<file path="src/cig_pkg.sv">
// package: register map, field layout and types of the custom and pin interrupt block
package cig_pkg;
	localparam int          ADDR_W            = 16;
	localparam int          DATA_W            = 32;
	localparam logic [15:0] OFS_EXT_CFG_0     = 16'h0a20;
	localparam logic [15:0] OFS_EXT_CFG_1     = 16'h0a24;
	localparam logic [15:0] OFS_EXT_CFG_2     = 16'h0a28;
	localparam logic [15:0] OFS_EXT_CLEAR     = 16'h0a30;
	localparam logic [15:0] OFS_CUSTOM_GEN    = 16'h209c;
	localparam logic [15:0] RST_EXT_CFG       = 16'h0000;
	localparam logic [15:0] RST_EXT_CLEAR     = 16'hc000;
	localparam logic [31:0] RST_CUSTOM_GEN    = 32'h00000010;
	localparam logic [27:0] CUSTOM_RSVD_VALUE = 28'h0000001;
	localparam int          POS_PIN0_MODE     = 0;
	localparam int          POS_PIN0_EN       = 3;
	localparam int          POS_PIN1_MODE     = 4;
	localparam int          POS_PIN1_EN       = 7;
	localparam int          NUM_CUSTOM        = 4;

	typedef enum logic [2:0]
	{
		CIG_RISE     = 3'b000,
		CIG_FALL     = 3'b001,
		CIG_BOTH     = 3'b010,
		CIG_HIGH     = 3'b011,
		CIG_LOW      = 3'b100,
		CIG_FALL_ALT = 3'b101,
		CIG_BOTH_ALT = 3'b110,
		CIG_HIGH_ALT = 3'b111
	} cig_mode_e;

	// one register access, as issued by either the host port or the sequencer
	typedef struct packed
	{
		logic              wr;
		logic              rd;
		logic [15:0]       addr;
		logic [31:0]       wdata;
	} cig_req_s;
endpackage

</file>
<file path="src/cig_int_config.sv">
// custom interrupt generation register and wake pin interrupt configuration and detection
`timescale 1ns/100ps
// Summary of operation
// - custom interrupt register writes accepted only from sequencer; host writes ignored.
// - host reads of custom interrupt register return meaningless data; not relied upon.
// - sequencer writing one to a custom flag raises that custom interrupt.
// - four custom flags at bits 3..0, reset zero, read and write-one-to-clear.
// - custom register resets to 0x00000010; bits 31..4 reserved read-only.
// - pin 1 enable bit 7 allows pin 1 events to wake from hibernate.
// - enable bit clear disables the pin interrupt, set enables it.
// - mode 000 rise, 001 fall, 010 either edge, 011 high, 100 low.
// - modes 101, 110, 111 alias 001, 010, 011.
// - pin 0 mode at bits 2..0, pin 1 mode at bits 6..4.
// - three configuration registers reset to zero: disabled, rising edge.
// - clear register is read/write with reset value 0xC000.
module cig_int_config
	import cig_pkg::*;
(
	input  wire logic              REF_CLK_IN,
	input  wire logic              RESET_N_IN,
	input  wire cig_req_s          HOST_REQ_IN,
	output logic [DATA_W-1:0]      HOST_RDATA_OUT,
	input  wire cig_req_s          SEQ_REQ_IN,
	output logic [DATA_W-1:0]      SEQ_RDATA_OUT,
	input  wire logic              WAKE_PIN_0_IN,
	input  wire logic              WAKE_PIN_1_IN,
	output logic [NUM_CUSTOM-1:0]  CUSTOM_IRQ_OUT,
	output logic [1:0]             PIN_IRQ_OUT,
	output logic                   WAKE_REQ_OUT
);

	logic [15:0]           ext_cfg_0;
	logic [15:0]           ext_cfg_1;
	logic [15:0]           ext_cfg_2;
	logic [15:0]           ext_clear;
	logic [NUM_CUSTOM-1:0] custom_flag;
	logic [1:0]            pin_meta;
	logic [1:0]            pin_sync;
	logic [1:0]            pin_prev;
	logic [1:0]            pin_event;

	// the sequencer wins when both ports write a shared register in one cycle
	function automatic logic [15:0] cfg_next(input logic [15:0] cur, input logic [15:0] ofs,
		input cig_req_s h, input cig_req_s s);
		logic [15:0] v;
		v = cur;
		if (h.wr && h.addr == ofs)
			v = h.wdata[15:0];
		if (s.wr && s.addr == ofs)
			v = s.wdata[15:0];
		return v;
	endfunction

	function automatic logic detect(input logic [2:0] mode, input logic now, input logic prev);
		logic d;
		d = 1'b0;
		unique case (cig_mode_e'(mode))
			CIG_RISE:                  d = now & ~prev;
			CIG_FALL, CIG_FALL_ALT:    d = ~now & prev;
			CIG_BOTH, CIG_BOTH_ALT:    d = now ^ prev;
			CIG_HIGH, CIG_HIGH_ALT:    d = now;
			CIG_LOW:                   d = ~now;
		endcase
		return d;
	endfunction

	function automatic logic [31:0] read_mux(input logic [15:0] a, input logic [31:0] custom_view,
		input logic [15:0] c0, input logic [15:0] c1, input logic [15:0] c2, input logic [15:0] cl);
		logic [31:0] r;
		r = 32'h00000000;
		if (a == OFS_EXT_CFG_0)
			r = {16'h0000, c0};
		else if (a == OFS_EXT_CFG_1)
			r = {16'h0000, c1};
		else if (a == OFS_EXT_CFG_2)
			r = {16'h0000, c2};
		else if (a == OFS_EXT_CLEAR)
			r = {16'h0000, cl};
		else if (a == OFS_CUSTOM_GEN)
			r = custom_view;
		return r;
	endfunction

	wire logic [15:0] next_ext_cfg_0 = cfg_next(ext_cfg_0, OFS_EXT_CFG_0, HOST_REQ_IN, SEQ_REQ_IN);
	wire logic [15:0] next_ext_cfg_1 = cfg_next(ext_cfg_1, OFS_EXT_CFG_1, HOST_REQ_IN, SEQ_REQ_IN);
	wire logic [15:0] next_ext_cfg_2 = cfg_next(ext_cfg_2, OFS_EXT_CFG_2, HOST_REQ_IN, SEQ_REQ_IN);
	wire logic [15:0] next_ext_clear = cfg_next(ext_clear, OFS_EXT_CLEAR, HOST_REQ_IN, SEQ_REQ_IN);

	// only the sequencer port is decoded for this register, so host writes vanish
	wire logic seq_custom_wr = SEQ_REQ_IN.wr && SEQ_REQ_IN.addr == OFS_CUSTOM_GEN;
	wire logic [NUM_CUSTOM-1:0] custom_ones = SEQ_REQ_IN.wdata[NUM_CUSTOM-1:0];
	// a written one sets a clear flag and clears a set one: set-then-acknowledge in one bit
	wire logic [NUM_CUSTOM-1:0] next_custom_flag =
		seq_custom_wr ? (custom_flag ^ custom_ones) : custom_flag;
	wire logic [31:0] custom_view = {CUSTOM_RSVD_VALUE, custom_flag};

	wire logic [2:0] pin0_detect_mode = ext_cfg_0[POS_PIN0_MODE +: 3];
	wire logic [2:0] pin1_detect_mode = ext_cfg_0[POS_PIN1_MODE +: 3];
	wire logic       pin0_wake_enable = ext_cfg_0[POS_PIN0_EN];
	wire logic       pin1_wake_enable = ext_cfg_0[POS_PIN1_EN];
	wire logic [1:0] next_pin_event;
	assign next_pin_event[0] = pin0_wake_enable & detect(pin0_detect_mode, pin_sync[0], pin_prev[0]);
	assign next_pin_event[1] = pin1_wake_enable & detect(pin1_detect_mode, pin_sync[1], pin_prev[1]);

	always_ff @(posedge REF_CLK_IN or negedge RESET_N_IN)
	begin
		if (!RESET_N_IN)
		begin
			ext_cfg_0   <= RST_EXT_CFG;
			ext_cfg_1   <= RST_EXT_CFG;
			ext_cfg_2   <= RST_EXT_CFG;
			ext_clear   <= RST_EXT_CLEAR;
			custom_flag <= RST_CUSTOM_GEN[NUM_CUSTOM-1:0];
		end
		else
		begin
			ext_cfg_0   <= next_ext_cfg_0;
			ext_cfg_1   <= next_ext_cfg_1;
			ext_cfg_2   <= next_ext_cfg_2;
			ext_clear   <= next_ext_clear;
			custom_flag <= next_custom_flag;
		end
	end

	always_ff @(posedge REF_CLK_IN or negedge RESET_N_IN)
	begin
		if (!RESET_N_IN)
		begin
			pin_meta  <= 2'h0;
			pin_sync  <= 2'h0;
			pin_prev  <= 2'h0;
			pin_event <= 2'h0;
		end
		else
		begin
			pin_meta  <= {WAKE_PIN_1_IN, WAKE_PIN_0_IN};
			pin_sync  <= pin_meta;
			pin_prev  <= pin_sync;
			pin_event <= next_pin_event;
		end
	end

	// the host view of the custom register is not meaningful; zero is returned
	wire logic [31:0] host_rdata = (HOST_REQ_IN.addr == OFS_CUSTOM_GEN) ? 32'h00000000 :
		read_mux(HOST_REQ_IN.addr, custom_view, ext_cfg_0, ext_cfg_1, ext_cfg_2, ext_clear);
	wire logic [31:0] seq_rdata =
		read_mux(SEQ_REQ_IN.addr, custom_view, ext_cfg_0, ext_cfg_1, ext_cfg_2, ext_clear);

	always_ff @(posedge REF_CLK_IN or negedge RESET_N_IN)
	begin
		if (!RESET_N_IN)
		begin
			HOST_RDATA_OUT <= 32'h00000000;
			SEQ_RDATA_OUT  <= 32'h00000000;
		end
		else
		begin
			if (HOST_REQ_IN.rd)
				HOST_RDATA_OUT <= host_rdata;
			if (SEQ_REQ_IN.rd)
				SEQ_RDATA_OUT <= seq_rdata;
		end
	end

	assign CUSTOM_IRQ_OUT = custom_flag;
	assign PIN_IRQ_OUT    = pin_event;
	assign WAKE_REQ_OUT   = |pin_event;
endmodule

</file>
<file path="config.mk">
export PLATFORM = sky130hd
export DESIGN_NAME = cig_int_config
export DESIGN_NICKNAME = d
export VERILOG_FILES = /design/src/cig_pkg.sv /design/src/cig_int_config.sv
export SDC_FILE = /design/constraint.sdc
export NUM_CORES = 1
export LEC_CHECK = 0
export CORE_AREA = 2 2 79 156
export CTS_BUF_LIST = sky130_fd_sc_hd__clkbuf_8
export DETAILED_ROUTE_END_ITERATION = 8
export DIE_AREA = 0 0 81 158
export DONT_BUFFER_PORTS = 1
export PLACE_DENSITY = 0.68
export SETUP_SLACK_MARGIN = 0.1
export SLEW_MARGIN = 20
export SYNTH_ARGS = -nofsm -noshare
export SYNTH_HDL_FRONTEND = slang
export SYNTH_SLANG_ARGS = --single-unit
</file>
<file path="constraint.sdc">
create_clock -name REF_CLK_IN -period 3.25 [get_ports REF_CLK_IN]
set_input_delay 0.65 -clock REF_CLK_IN [delete_from_list [all_inputs] [get_ports REF_CLK_IN]]
set_output_delay 0.65 -clock REF_CLK_IN [all_outputs]
set_load 0.05 [all_outputs]
</file>
# ---- Word-level counts from Yosys, hierarchy flattened
# Cells that the tools add are included.
dict set report word_totals {
  output_inout_bits 71
  romBits 0
  mem_bits_rw 0
  elab_cells 90
  mem_count 0
  regBits 140
  latch_bits 0
  in_bits 104
}
dict set report classes {
  shifts 0
  addsub 0
  div 0
  mul 0
  reduce_logical 22
  mux 20
  eq_ne 24
  n_bitwise 13
  order_cmp 0
}
# cell n
set ops {}
lappend ops {{two-way mux 16 bit} 16}
lappend ops {{== test 16 x 12 -> 1 bit (second input constant)} 8}
lappend ops {{== test 16 x 14 -> 1 bit (second input constant)} 2}
lappend ops {{two-way mux 32 bit} 1}
lappend ops {{== test 3 bit (second input constant)} 8}
lappend ops {{OR reduction 2 bit} 7}
lappend ops {{== test 3 x 2 -> 1 bit (second input constant)} 4}
lappend ops {{one-hot mux 1 bit (5 select lines)} 2}
lappend ops {{logical AND 1 bit} 9}
lappend ops {{nonzero test 2 bit} 4}
lappend ops {{AND 1 bit} 6}
lappend ops {{== test 3 x 1 -> 1 bit (second input constant)} 2}
lappend ops {{zero test 3 bit} 2}
lappend ops {{two-way mux 5 bit} 1}
lappend ops {{inverter 1 bit} 4}
lappend ops {{bitwise XOR 4 bit} 1}
lappend ops {{bitwise XOR 1 bit} 2}

# ---- Depth between registers and ports, before layout
# Gate-level depths: netlist of the first run.
dict set report depth {
  ltp_word 6
  depth_mapped 8
  ltp_nobuf 6
}

# ---- Worst setup path after synthesis of the first run
# No wires, ideal clock.
dict set report synth_path {
  path_kind {input-to-reg}
  start {input SEQ_REQ_IN[42] (netlist name)}
  end {register SEQ_RDATA_OUT[4]}
  path_slack_ns 0.465
  n_path_buf 2
  required_ns 3.129
  cell_stages 7
  arrival_time_ns 2.664
  setup_ns 0.121
  path_cell_list {or4_1 > clkbuf_1 > or4b_1 > buf_2 > or3_4 > o21a_1 > a22o_1}
}
dict set report synth_via {
  elab_chain_cells 6
  word_cells_on_any_way 10
  cone_classes {eq/ne (5); mux (5)}
}
# element line_no
set synth_rtl {}
lappend synth_rtl {{start: declaration} cig_int_config.sv:23} ;# input wire cig_req_s SEQ_REQ_IN,
lappend synth_rtl {{== test 16 x 14 -> 1 bit} cig_int_config.sv:79} ;# else if (a == OFS_CUSTOM_GEN)
lappend synth_rtl {{two-way mux 5 bit} cig_int_config.sv:79}
lappend synth_rtl {{two-way mux 16 bit} cig_int_config.sv:77} ;# else if (a == OFS_EXT_CLEAR)
lappend synth_rtl {{two-way mux 16 bit} cig_int_config.sv:75} ;# else if (a == OFS_EXT_CFG_2)
lappend synth_rtl {{two-way mux 16 bit} cig_int_config.sv:73} ;# else if (a == OFS_EXT_CFG_1)
lappend synth_rtl {{two-way mux 16 bit (*)} cig_int_config.sv:71} ;# if (a == OFS_EXT_CFG_0)
lappend synth_rtl {{end signal: assignment} cig_int_config.sv:161} ;# SEQ_RDATA_OUT <= seq_rdata;
lappend synth_rtl {{end: declaration} cig_int_config.sv:24} ;# output logic [DATA_W-1:0] SEQ_RDATA_OUT,
# Every way passes the cells marked *; elsewhere a longest branch is shown, timed or not.
# A chain may end at the register's enable or synchronous reset.

# ---- Worst setup path in the final report of the first run
dict set report layout_path {
  start {input SEQ_REQ_IN[33] (netlist name)}
  end {register SEQ_RDATA_OUT[4]}
}
# The elaborated chain is that of the path after synthesis.

==> metrics, run 1 <==
Tot Pwr=2.42 mW; grt ovf=0; initial antenna violation count=0; area of the mapped netlist=0.00620 sq mm; Flop pwr share=0.573; Fillers=1,081; cell breakdown of the critical path=or4_1 > or4b_1 > or3_4 > o21a_1 > a22o_1; die width=81 um; ys async rst share=1.00; Via-to-Cell Ratio=6.61; Antenna Nets Post-Route=0; Max-slew headroom=0.610; hpwl dp=13,000 um; Die ar.=0.0128 sq mm; Placed Cells=778; WL per Instance=24.8 um; Cells after Synth=655; Setup violations, final=0; Clock transition at path regs=100 ps; dpl cell area=0.00628 sq mm; reg2reg setup slack=1550 ps; Most used DFF post-synth=dfrtp_1; GP Congestion=0.928; CP max stage delay=800 ps; Initial Utilization=0.533; Net count, final=757; Tcrit/Tclk final=0.813; Worst-Margin Slew=586 ps; Net Switching=0.673 mW; CP max-delay cell=or4b_1; Buf/Inv on CP=0; Power Density=372 mW/mm^2; Fin. Hold Viols=0; post_cts resized=0; Total GRT Usage=0.319; Final TNS setup=0 ps; Initial DRC Count=513; site row count=56; Placement Setup Slack=239 ps; area grow syn2layout=5.07%; worst hold path type=in2async; Yosys cell types=55; Static Leak=3.16 nW; TritonRoute pass-1 iters=8; I/O Pins=175; startpoint types=input pin; layout cells sized above 1=0.0785; outcome=complete, no violations; Final min period=2640 ps; Clock Latency Late Sink=380 ps; sequential-to-total area share from yosys stat=0.437; internal power=1.75 mW; worst-case clock buffer depth=2; number of remaining DRC errors=0; clock share of power=0.353; Crit. End Element=flop; largest net degree at the start of global routing=107; Comb power frac=0.074; CTS H-Tree Depth=3; maximum VDD drop=0.268 mV; Port Buffers=0; Crit path max-delay family=simple AND/OR/NAND/NOR gates; Post-Route WL=19,700 um; sw frac=0.278; global-route wire length before repair=29,800 um; Core ar.=0.0116 sq mm; Avg Cell Area, Syn=9.46 sq um; Post-synth EDFFs=0; post-route insts no fill=795; fin worst setup slack=608 ps; Finished Cell Area=0.00651 sq mm; Diodes inserted=0; Crit Path Category=in2reg; DR vias=5,257; RSZ-0062 raised after global routing=false; Synthesis Warnings=0; Die Y=158 um; Clock Root Buffer=clkbuf_8; worst hold slack=108 ps; Max Slew Vio Count=0; Max-cap violations=0; vias in the first global route=5,210; CTS Buf Count=9; CTS tree=yes; Worst EP required=3520 ps; Final Core Density=0.560; Max Clock Skew=8.75 ps; #FFs+latches synth=108; clk sink count=108; fmax=0.379 GHz; CP Max Fanout=12; arrival time of the worst setup path=2910 ps
[final cells by class]
type                            instances  area [sq um]  share of cell area
Sequential cell                       108          2710               0.416
Clock inverter                          7          76.3              0.0117
Timing Repair Buffer                   27           248              0.0381
Multi-Input combinational cell        469          3060               0.470
Clock buffer                            9           124              0.0190
Tap cell                              145           181              0.0279
Inverter                               30           113              0.0173
[cells by family after synthesis]
kind of cell,count (synthesis),share of synthesized area
mux,64,0.103
buf+inv,109,0.0889
other cells,1,0.000605
fa+ha+maj,8,0.0162
xor+xnor,4,0.00565
compound gates,178,0.202
flops,108,0.437
simple gates,183,0.147
[power groups by stage]
stage / Clock [mW] / Sequential [mW] / Combinational (mW)
2_1_floorplan: 0 / 1.41 / 0.167
3_3_place_gp: 0 / 1.41 / 0.144
3_5_place_dp: 0 / 1.41 / 0.146
4_1_cts: 0.868 / 1.39 / 0.178
5_1_grt: 0.922 / 1.39 / 0.191
6_report: 0.853 / 1.39 / 0.178
[Yosys cell counts (16+ instances only)]
library cell,instances,area (sq um)
a21oi_1,21,105
a22o_1,17,149
a32oi_1,16,140
buf_4,32,240
clkbuf_1,31,116
dfrtp_1,106,2650
inv_1,29,109
mux2i_1,64,641
nand2_1,62,233
nand2b_1,18,113
nor2_1,48,180
o21ai_0,59,295
o32ai_1,20,175
[routing by layer]
metal,share of wire,track usage
met1,0.34,0.364
met2,0.52,0.538
met3,0.090,0.0718
met4,0.055,0.178
met5,0,0
[registers in the layout (all words and copies together), names as in the netlist]
name and cells:
HOST_RDATA_OUT 16, SEQ_RDATA_OUT 16, ext_cfg_0 16, ext_cfg_1 16, ext_cfg_2 16, ext_clear 16
CUSTOM_IRQ_OUT 4, PIN_IRQ_OUT 2, pin_meta 2, pin_prev 2, pin_sync 2
[cell usage in the layout, fill, tap and decap left out, drive strengths merged, types with 17 or more instances in the layout]
cell type and n:
a21oi 21, o32ai 20, nand2b 18, o21ai 60
a22o 17, conb 32, nor2 48, dfrtp 106
inv 30, buf 27, mux2i 64, nand2 62
[worst paths after layout]
kind / start / to / depth (start not counted)
setup / recovery: SEQ_REQ_IN[33] / SEQ_RDATA_OUT[4] / 5
setup reg to reg: ext_cfg_0[0] / PIN_IRQ_OUT[0] / 5
hold / removal: RESET_N_IN / ext_clear[15] / 0
max in group asynchronous: RESET_N_IN / ext_cfg_0[13] / 1
hold reg to reg: pin_meta[1] / pin_sync[1] / 0
min in group REF_CLK_IN: WAKE_PIN_1_IN / pin_meta[1] / 0
[timing repair]
| item | CTS | global route |
|---|---|---|
| endpoints found under the hold margin | 106 | 0 |
| hold buffers | 1 | 0 |
| setup buffers | 0 | 0 |
| endpoints found under the setup margin | 0 | 0 |
No activity file was read; power rests on OpenSTA's default activity.
==> run 2, diff against run 1 <==
- PLACE_DENSITY: 0.68 -> 0.7
- clock period: 3.25 -> 2.3 ns (I/O delays scaled with it)
==> run 2 against run 1 <==
  * Clock skew is 13 ps higher
  * Register-to-register slack got worse by 1000 ps
  * Non-clock buffer count is 15 higher
  * Critical endpoint is now SEQ_RDATA_OUT[11]
  * Wire length decreased by 0.97%
  * Die area unchanged
  * Sequential share of layout area fell by 0.96 points
  * The run now ends with negative hold slack left
  * Highest routed layer unchanged
  * Final area up 2.4%
==> metrics, run 2 (synthesis gave the netlist of run 1 again) <==
GP Congestion=0.902 (-2.8%); arrival time of the worst setup path=2480 ps (-430 ps); Static Leak=3.26 nW (+2.9%); Clock Root Buffer=clkbuf_8; most frequent cells in the layout=106 x dfrtp_1, 64 x mux2i_1, 62 x nand2_1; R2R depth=5 (unchanged); largest net degree at the start of global routing=109 (+1.9%); Placed Cells=794 (+2.1%); Core ar.=0.0116 sq mm (unchanged); worst hold slack=-241 ps (-349 ps); Initial DRC Count=413 (-19%); Crit Path Category=in2reg; RSZ-0062 raised after global routing=true; DR vias=5,299 (+0.80%); worst-case clock buffer depth=2 (unchanged); Worst EP required=2570 ps (-950 ps); CP Max Fanout=10 (-2); Final min period=2210 ps; Max-cap violations=0 (unchanged); worst hold path type=in2async; Post-Route WL=19,500 um (-0.97%); CTS tree=yes; fmax=0.452 GHz; Die Y=158 um (unchanged); Diodes inserted=0 (unchanged); CP max stage delay=540 ps (-260 ps); Initial Utilization=0.533 (unchanged); hpwl dp=13,200 um (+2.0%); Stages on worst setup path=7 (+2); Setup violations, final=0 (unchanged); grt ovf=0 (unchanged); Tcrit/Tclk final=0.962; Crit path max-delay family=simple AND/OR/NAND/NOR gates; Port Buffers=0 (unchanged); Max-slew headroom=0.588 (-0.0220); die width=81 um (unchanged); Crit. End Element=flop; Net count, final=772 (+2.0%); CTS Buf Count=9 (unchanged); post-route insts no fill=810 (+1.9%); site row count=56 (unchanged); Final TNS setup=0 ps (unchanged); CP max-delay cell=or4b_4; Final Core Density=0.573 (+0.0132); area grow syn2layout=7.55%; Total GRT Usage=0.307 (-0.0115); startpoint types=input pin; vias in the first global route=5,068 (-2.7%); global-route wire length before repair=28,700 um (-3.5%); Buf/Inv on CP=2 (+2); layout cells sized above 1=0.108 (+0.0298); initial antenna violation count=0 (unchanged); failing checks=negative hold slack; Clock transition at path regs=120 ps (+20 ps); WL per Instance=24.1 um (-2.8%); Fin. Hold Viols=108 (+108); Power Density=499 mW/mm^2 (+34%); Worst-Margin Slew=617 ps (+31.7 ps); outcome=complete, but fails checks; Die ar.=0.0128 sq mm (unchanged); maximum VDD drop=0.389 mV (+45%); TritonRoute pass-1 iters=7 (-1); Clock Latency Late Sink=380 ps (about the same); Via-to-Cell Ratio=6.54 (-1.1%); most common cell after layout, fill and taps aside=dfrtp_1; Antenna Nets Post-Route=0 (unchanged); number of remaining DRC errors=0 (unchanged); I/O Pins=175 (unchanged); CTS H-Tree Depth=3 (unchanged); Max Slew Vio Count=0 (unchanged); cell breakdown of the critical path=or4_4 > or4b_4 > buf_4 > or3_4 > buf_12 > o21ai_1 > o2bb2ai_1; Max Clock Skew=21.4 ps (+12.7 ps); Fillers=1,071 (-0.93%); clk sink count=108 (unchanged)
[run 2: repair_timing]
action                                  CTS  global route
buffers inserted                          0             0
gates resized for setup                   0             5
hold endpoints to repair                108           108
endpoints found under the setup margin    0            16
[run 2: layer usage]
metal	up-vias	GRT usage	part of all wire
met3	88	0.0690	0.098
li1	2325	-	-
met4	0	0.212	0.073
met1	2544	0.349	0.33
met5	-	0	0
met2	342	0.501	0.50
[run 2: final cells by class]
class                      instances  area (sq um)  area share
clock inverter                     7          70.1      0.0105
multi-input combinational        469          3090       0.464
tap                              145           181      0.0272
timing repair buffer              42           378      0.0567
inverter                          30           113      0.0169
sequential                       108          2710       0.406
clock buffer                       9           124      0.0186
[run 2: path summary, 6_finish.rpt]
| path | from | end | slack [ps] |
|---|---|---|---|
| worst max-delay path | SEQ_REQ_IN[33] | SEQ_RDATA_OUT[11] | 90 |
| worst min-delay path | RESET_N_IN | ext_cfg_0[5] | -240 |
| worst max register to register | ext_cfg_0[1] | PIN_IRQ_OUT[0] | 530 |
| worst min register to register | pin_meta[1] | pin_sync[1] | 360 |
| max in group asynchronous | RESET_N_IN | ext_clear[15] | 2300 |
| min in group REF_CLK_IN | WAKE_PIN_1_IN | pin_meta[1] | 90 |
[run 2: power breakdown]
part	internal (mW)	total (mW)	switching (mW)
sequential	1.91	1.96	0.0473
combinational	0.0438	0.218	0.175
clock	0.423	1.15	0.723
[run 2: through the flow]
step / area [sq um] / setup WS (ps) / total power, mW
after global routing: 6660 / 54.1 / 3.43
after floorplan: 6340 / -290 / 2.23
final: 6660 / 87.3 / 3.32
after CTS: 6640 / 127 / 3.34
after global placement: 6450 / -257 / 2.21
after detailed placement: 6450 / -264 / 2.21
==> run 3, diff against run 2 <==
- SETUP_SLACK_MARGIN: 0.1 -> 0.5
==> run 3 against run 2 <==
  * The run still ends with negative hold slack left
  * Worst setup slack better by 110 ps
  * Global-route usage rose by 2.7 points
  * Final area up 7.8%
  * Via count is 5.1% higher
  * Count of clock-buffer cells in the layout is 1 higher
  * Sequential share of layout area is 2.9 points lower
  * Register-to-register slack worse by 20 ps
  * Clock skew shrank 9.0 ps
  * Critical endpoint is now ext_cfg_1[4]
  * Largest cell class unchanged
  * Largest power group unchanged
  * Highest routed layer unchanged
==> metrics, run 3 (synthesis gave the netlist of run 1 again) <==
outcome=complete, but fails checks; failing checks=negative hold slack; Antenna Nets Post-Route=0 (unchanged); worst hold path type=in2async; Die Y=158 um (unchanged); Critical Path Source=SEQ_REQ_IN[33]; largest net degree at the start of global routing=109 (unchanged); worst hold slack=-238 ps (+3.38 ps); site row count=56 (unchanged); Comb power frac=0.062 (-0.004); Via-to-Cell Ratio=6.77 (+3.5%); Worst-Margin Slew=647 ps (+30.0 ps); maximum VDD drop=0.344 mV (-12%); Initial Utilization=0.533 (unchanged); Max-slew headroom=0.568 (-0.0201); Tcrit/Tclk final=0.916 (-0.0457); worst-case clock buffer depth=2 (unchanged); Setup violations, final=0 (unchanged); die width=81 um (unchanged); layout cells sized above 1=0.171 (+0.0628); Crit. End Element=flop; CTS Buf Count=9 (unchanged); Clock transition at path regs=110 ps (about the same); Clock Latency Late Sink=380 ps (about the same); Max Slew Vio Count=0 (unchanged); Tot Pwr=3.42 mW (+2.8%); Placement Setup Slack=-265 ps (-1.09 ps); clock share of power=0.364 (+0.019); Power Density=476 mW/mm^2 (-4.6%); number of remaining DRC errors=0 (unchanged); global-route wire length before repair=31,300 um (+8.9%); Port Buffers=0 (unchanged); most common cell after layout, fill and taps aside=dfrtp_1; Die ar.=0.0128 sq mm (unchanged); fin worst setup slack=192 ps (+105 ps); Final min period=2110 ps (-105 ps); Diodes inserted=0 (unchanged); Critical R2R Launch=ext_cfg_0[0]; vias in the first global route=5,551 (+9.5%); internal power=2.50 mW (+5.0%); Static Leak=3.46 nW (+6.4%); area grow syn2layout=15.9%; WL per Instance=26.5 um (+9.7%); arrival time of the worst setup path=2390 ps (-90 ps); Worst EP required=2580 ps (about the same); grt ovf=0 (unchanged); Placed Cells=786 (-1.0%); clk sink count=108 (unchanged); initial antenna violation count=0 (unchanged); Crit Path Category=in2reg; most frequent cells in the layout=104 x dfrtp_1, 64 x mux2i_1, 61 x nand2_1; sw frac=0.269 (-0.0154); Post-Route WL=21,800 um (+11%); CP max stage delay=520 ps (-20 ps); Clock Root Buffer=clkbuf_8; CTS H-Tree Depth=3 (unchanged); CP Max Fanout=8 (-2); Fin. Hold Viols=108 (unchanged); Net count, final=785 (+1.7%); hpwl dp=13,500 um (+2.2%); Max-cap violations=0 (unchanged); DR vias=5,570 (+5.1%); CTS tree=yes; TritonRoute pass-1 iters=6 (-1); cell breakdown of the critical path=or4_4 > buf_4 > nor4b_4 > buf_4 > and3_4 > buf_12 > bufbuf_16 > nand2_1 > o21ai_0; most frequent CP cell=buf_4; Flop pwr share=0.573 (-0.017); CP max-delay cell=or4_4; Max Clock Skew=12.4 ps (-9.00 ps); GP Congestion=0.950 (+5.2%); Net Switching=0.919 mW (-2.7%); Total GRT Usage=0.334 (+0.0270); Core ar.=0.0116 sq mm (unchanged); I/O Pins=175 (unchanged); Initial DRC Count=586 (+42%); RSZ-0062 raised after global routing=true; startpoint types=input pin; fmax=0.474 GHz (+5.0%); post-route insts no fill=823 (+1.6%)
run 3: path summary, 6_finish.rpt:
path	endpoint	slack, ps	cells after the start
min in group REF_CLK_IN	pin_meta[1]	90	0
setup / recovery	ext_cfg_1[4]	190	9
setup reg to reg	PIN_IRQ_OUT[0]	510	5
max in group asynchronous	ext_clear[14]	2310	0
hold / removal	ext_cfg_2[14]	-240	0
hold reg to reg	pin_sync[1]	360	0
run 3: layout make-up:
class | instances | area (sq um)
timing repair buffer | 54 | 661
fill | 990 | 4450
tap | 145 | 181
sequential | 108 | 2710
multi-input combinational | 470 | 3310
clock buffer | 10 | 138
clock inverter | 6 | 71.3
inverter | 30 | 113
run 3: what timing repair did:
| action | 4_1_cts | 5_1_grt |
|---|---|---|
| gates cloned | 5 | 3 |
| gates resized for setup | 16 | 47 |
| pin swaps | 4 | 18 |
| hold endpoints to repair | 108 | 108 |
| buffers inserted | 8 | 5 |
| setup endpoints to repair | 80 | 86 |
run 3: stage by stage:
stage               cell area [sq um]  setup TNS (ps)  utilization
floorplan                        6400           -8380            -
global placement                 6410           -5000        0.551
detailed placement               6410           -5660        0.551
CTS                              6910               0        0.594
global route                     7180               0        0.618
finish                           7180               0        0.618
run 3: critical path, delay by kind of cell:
family	cells	cell delay (ps)
and+or+nand+nor	4	1040
buffers and inverters	4	770
AOI/OAI and AO/OA	1	110
run 3: routing by layer:
layer,global-route usage,vias to the layer above,part of all wire
met5,0,-,0
met4,0.244,0,0.080
met3,0.0673,126,0.086
met2,0.567,372,0.52
met1,0.358,2703,0.32
li1,-,2369,-
run 3: power groups by stage:
stage,Sequential [mW],Combinational (mW),Clock (mW)
floorplan,1.99,0.240,0
global placement,2.00,0.200,0
detailed placement,2.00,0.204,0
CTS,1.96,0.206,1.25
global route,1.96,0.226,1.31
finish,1.96,0.213,1.25
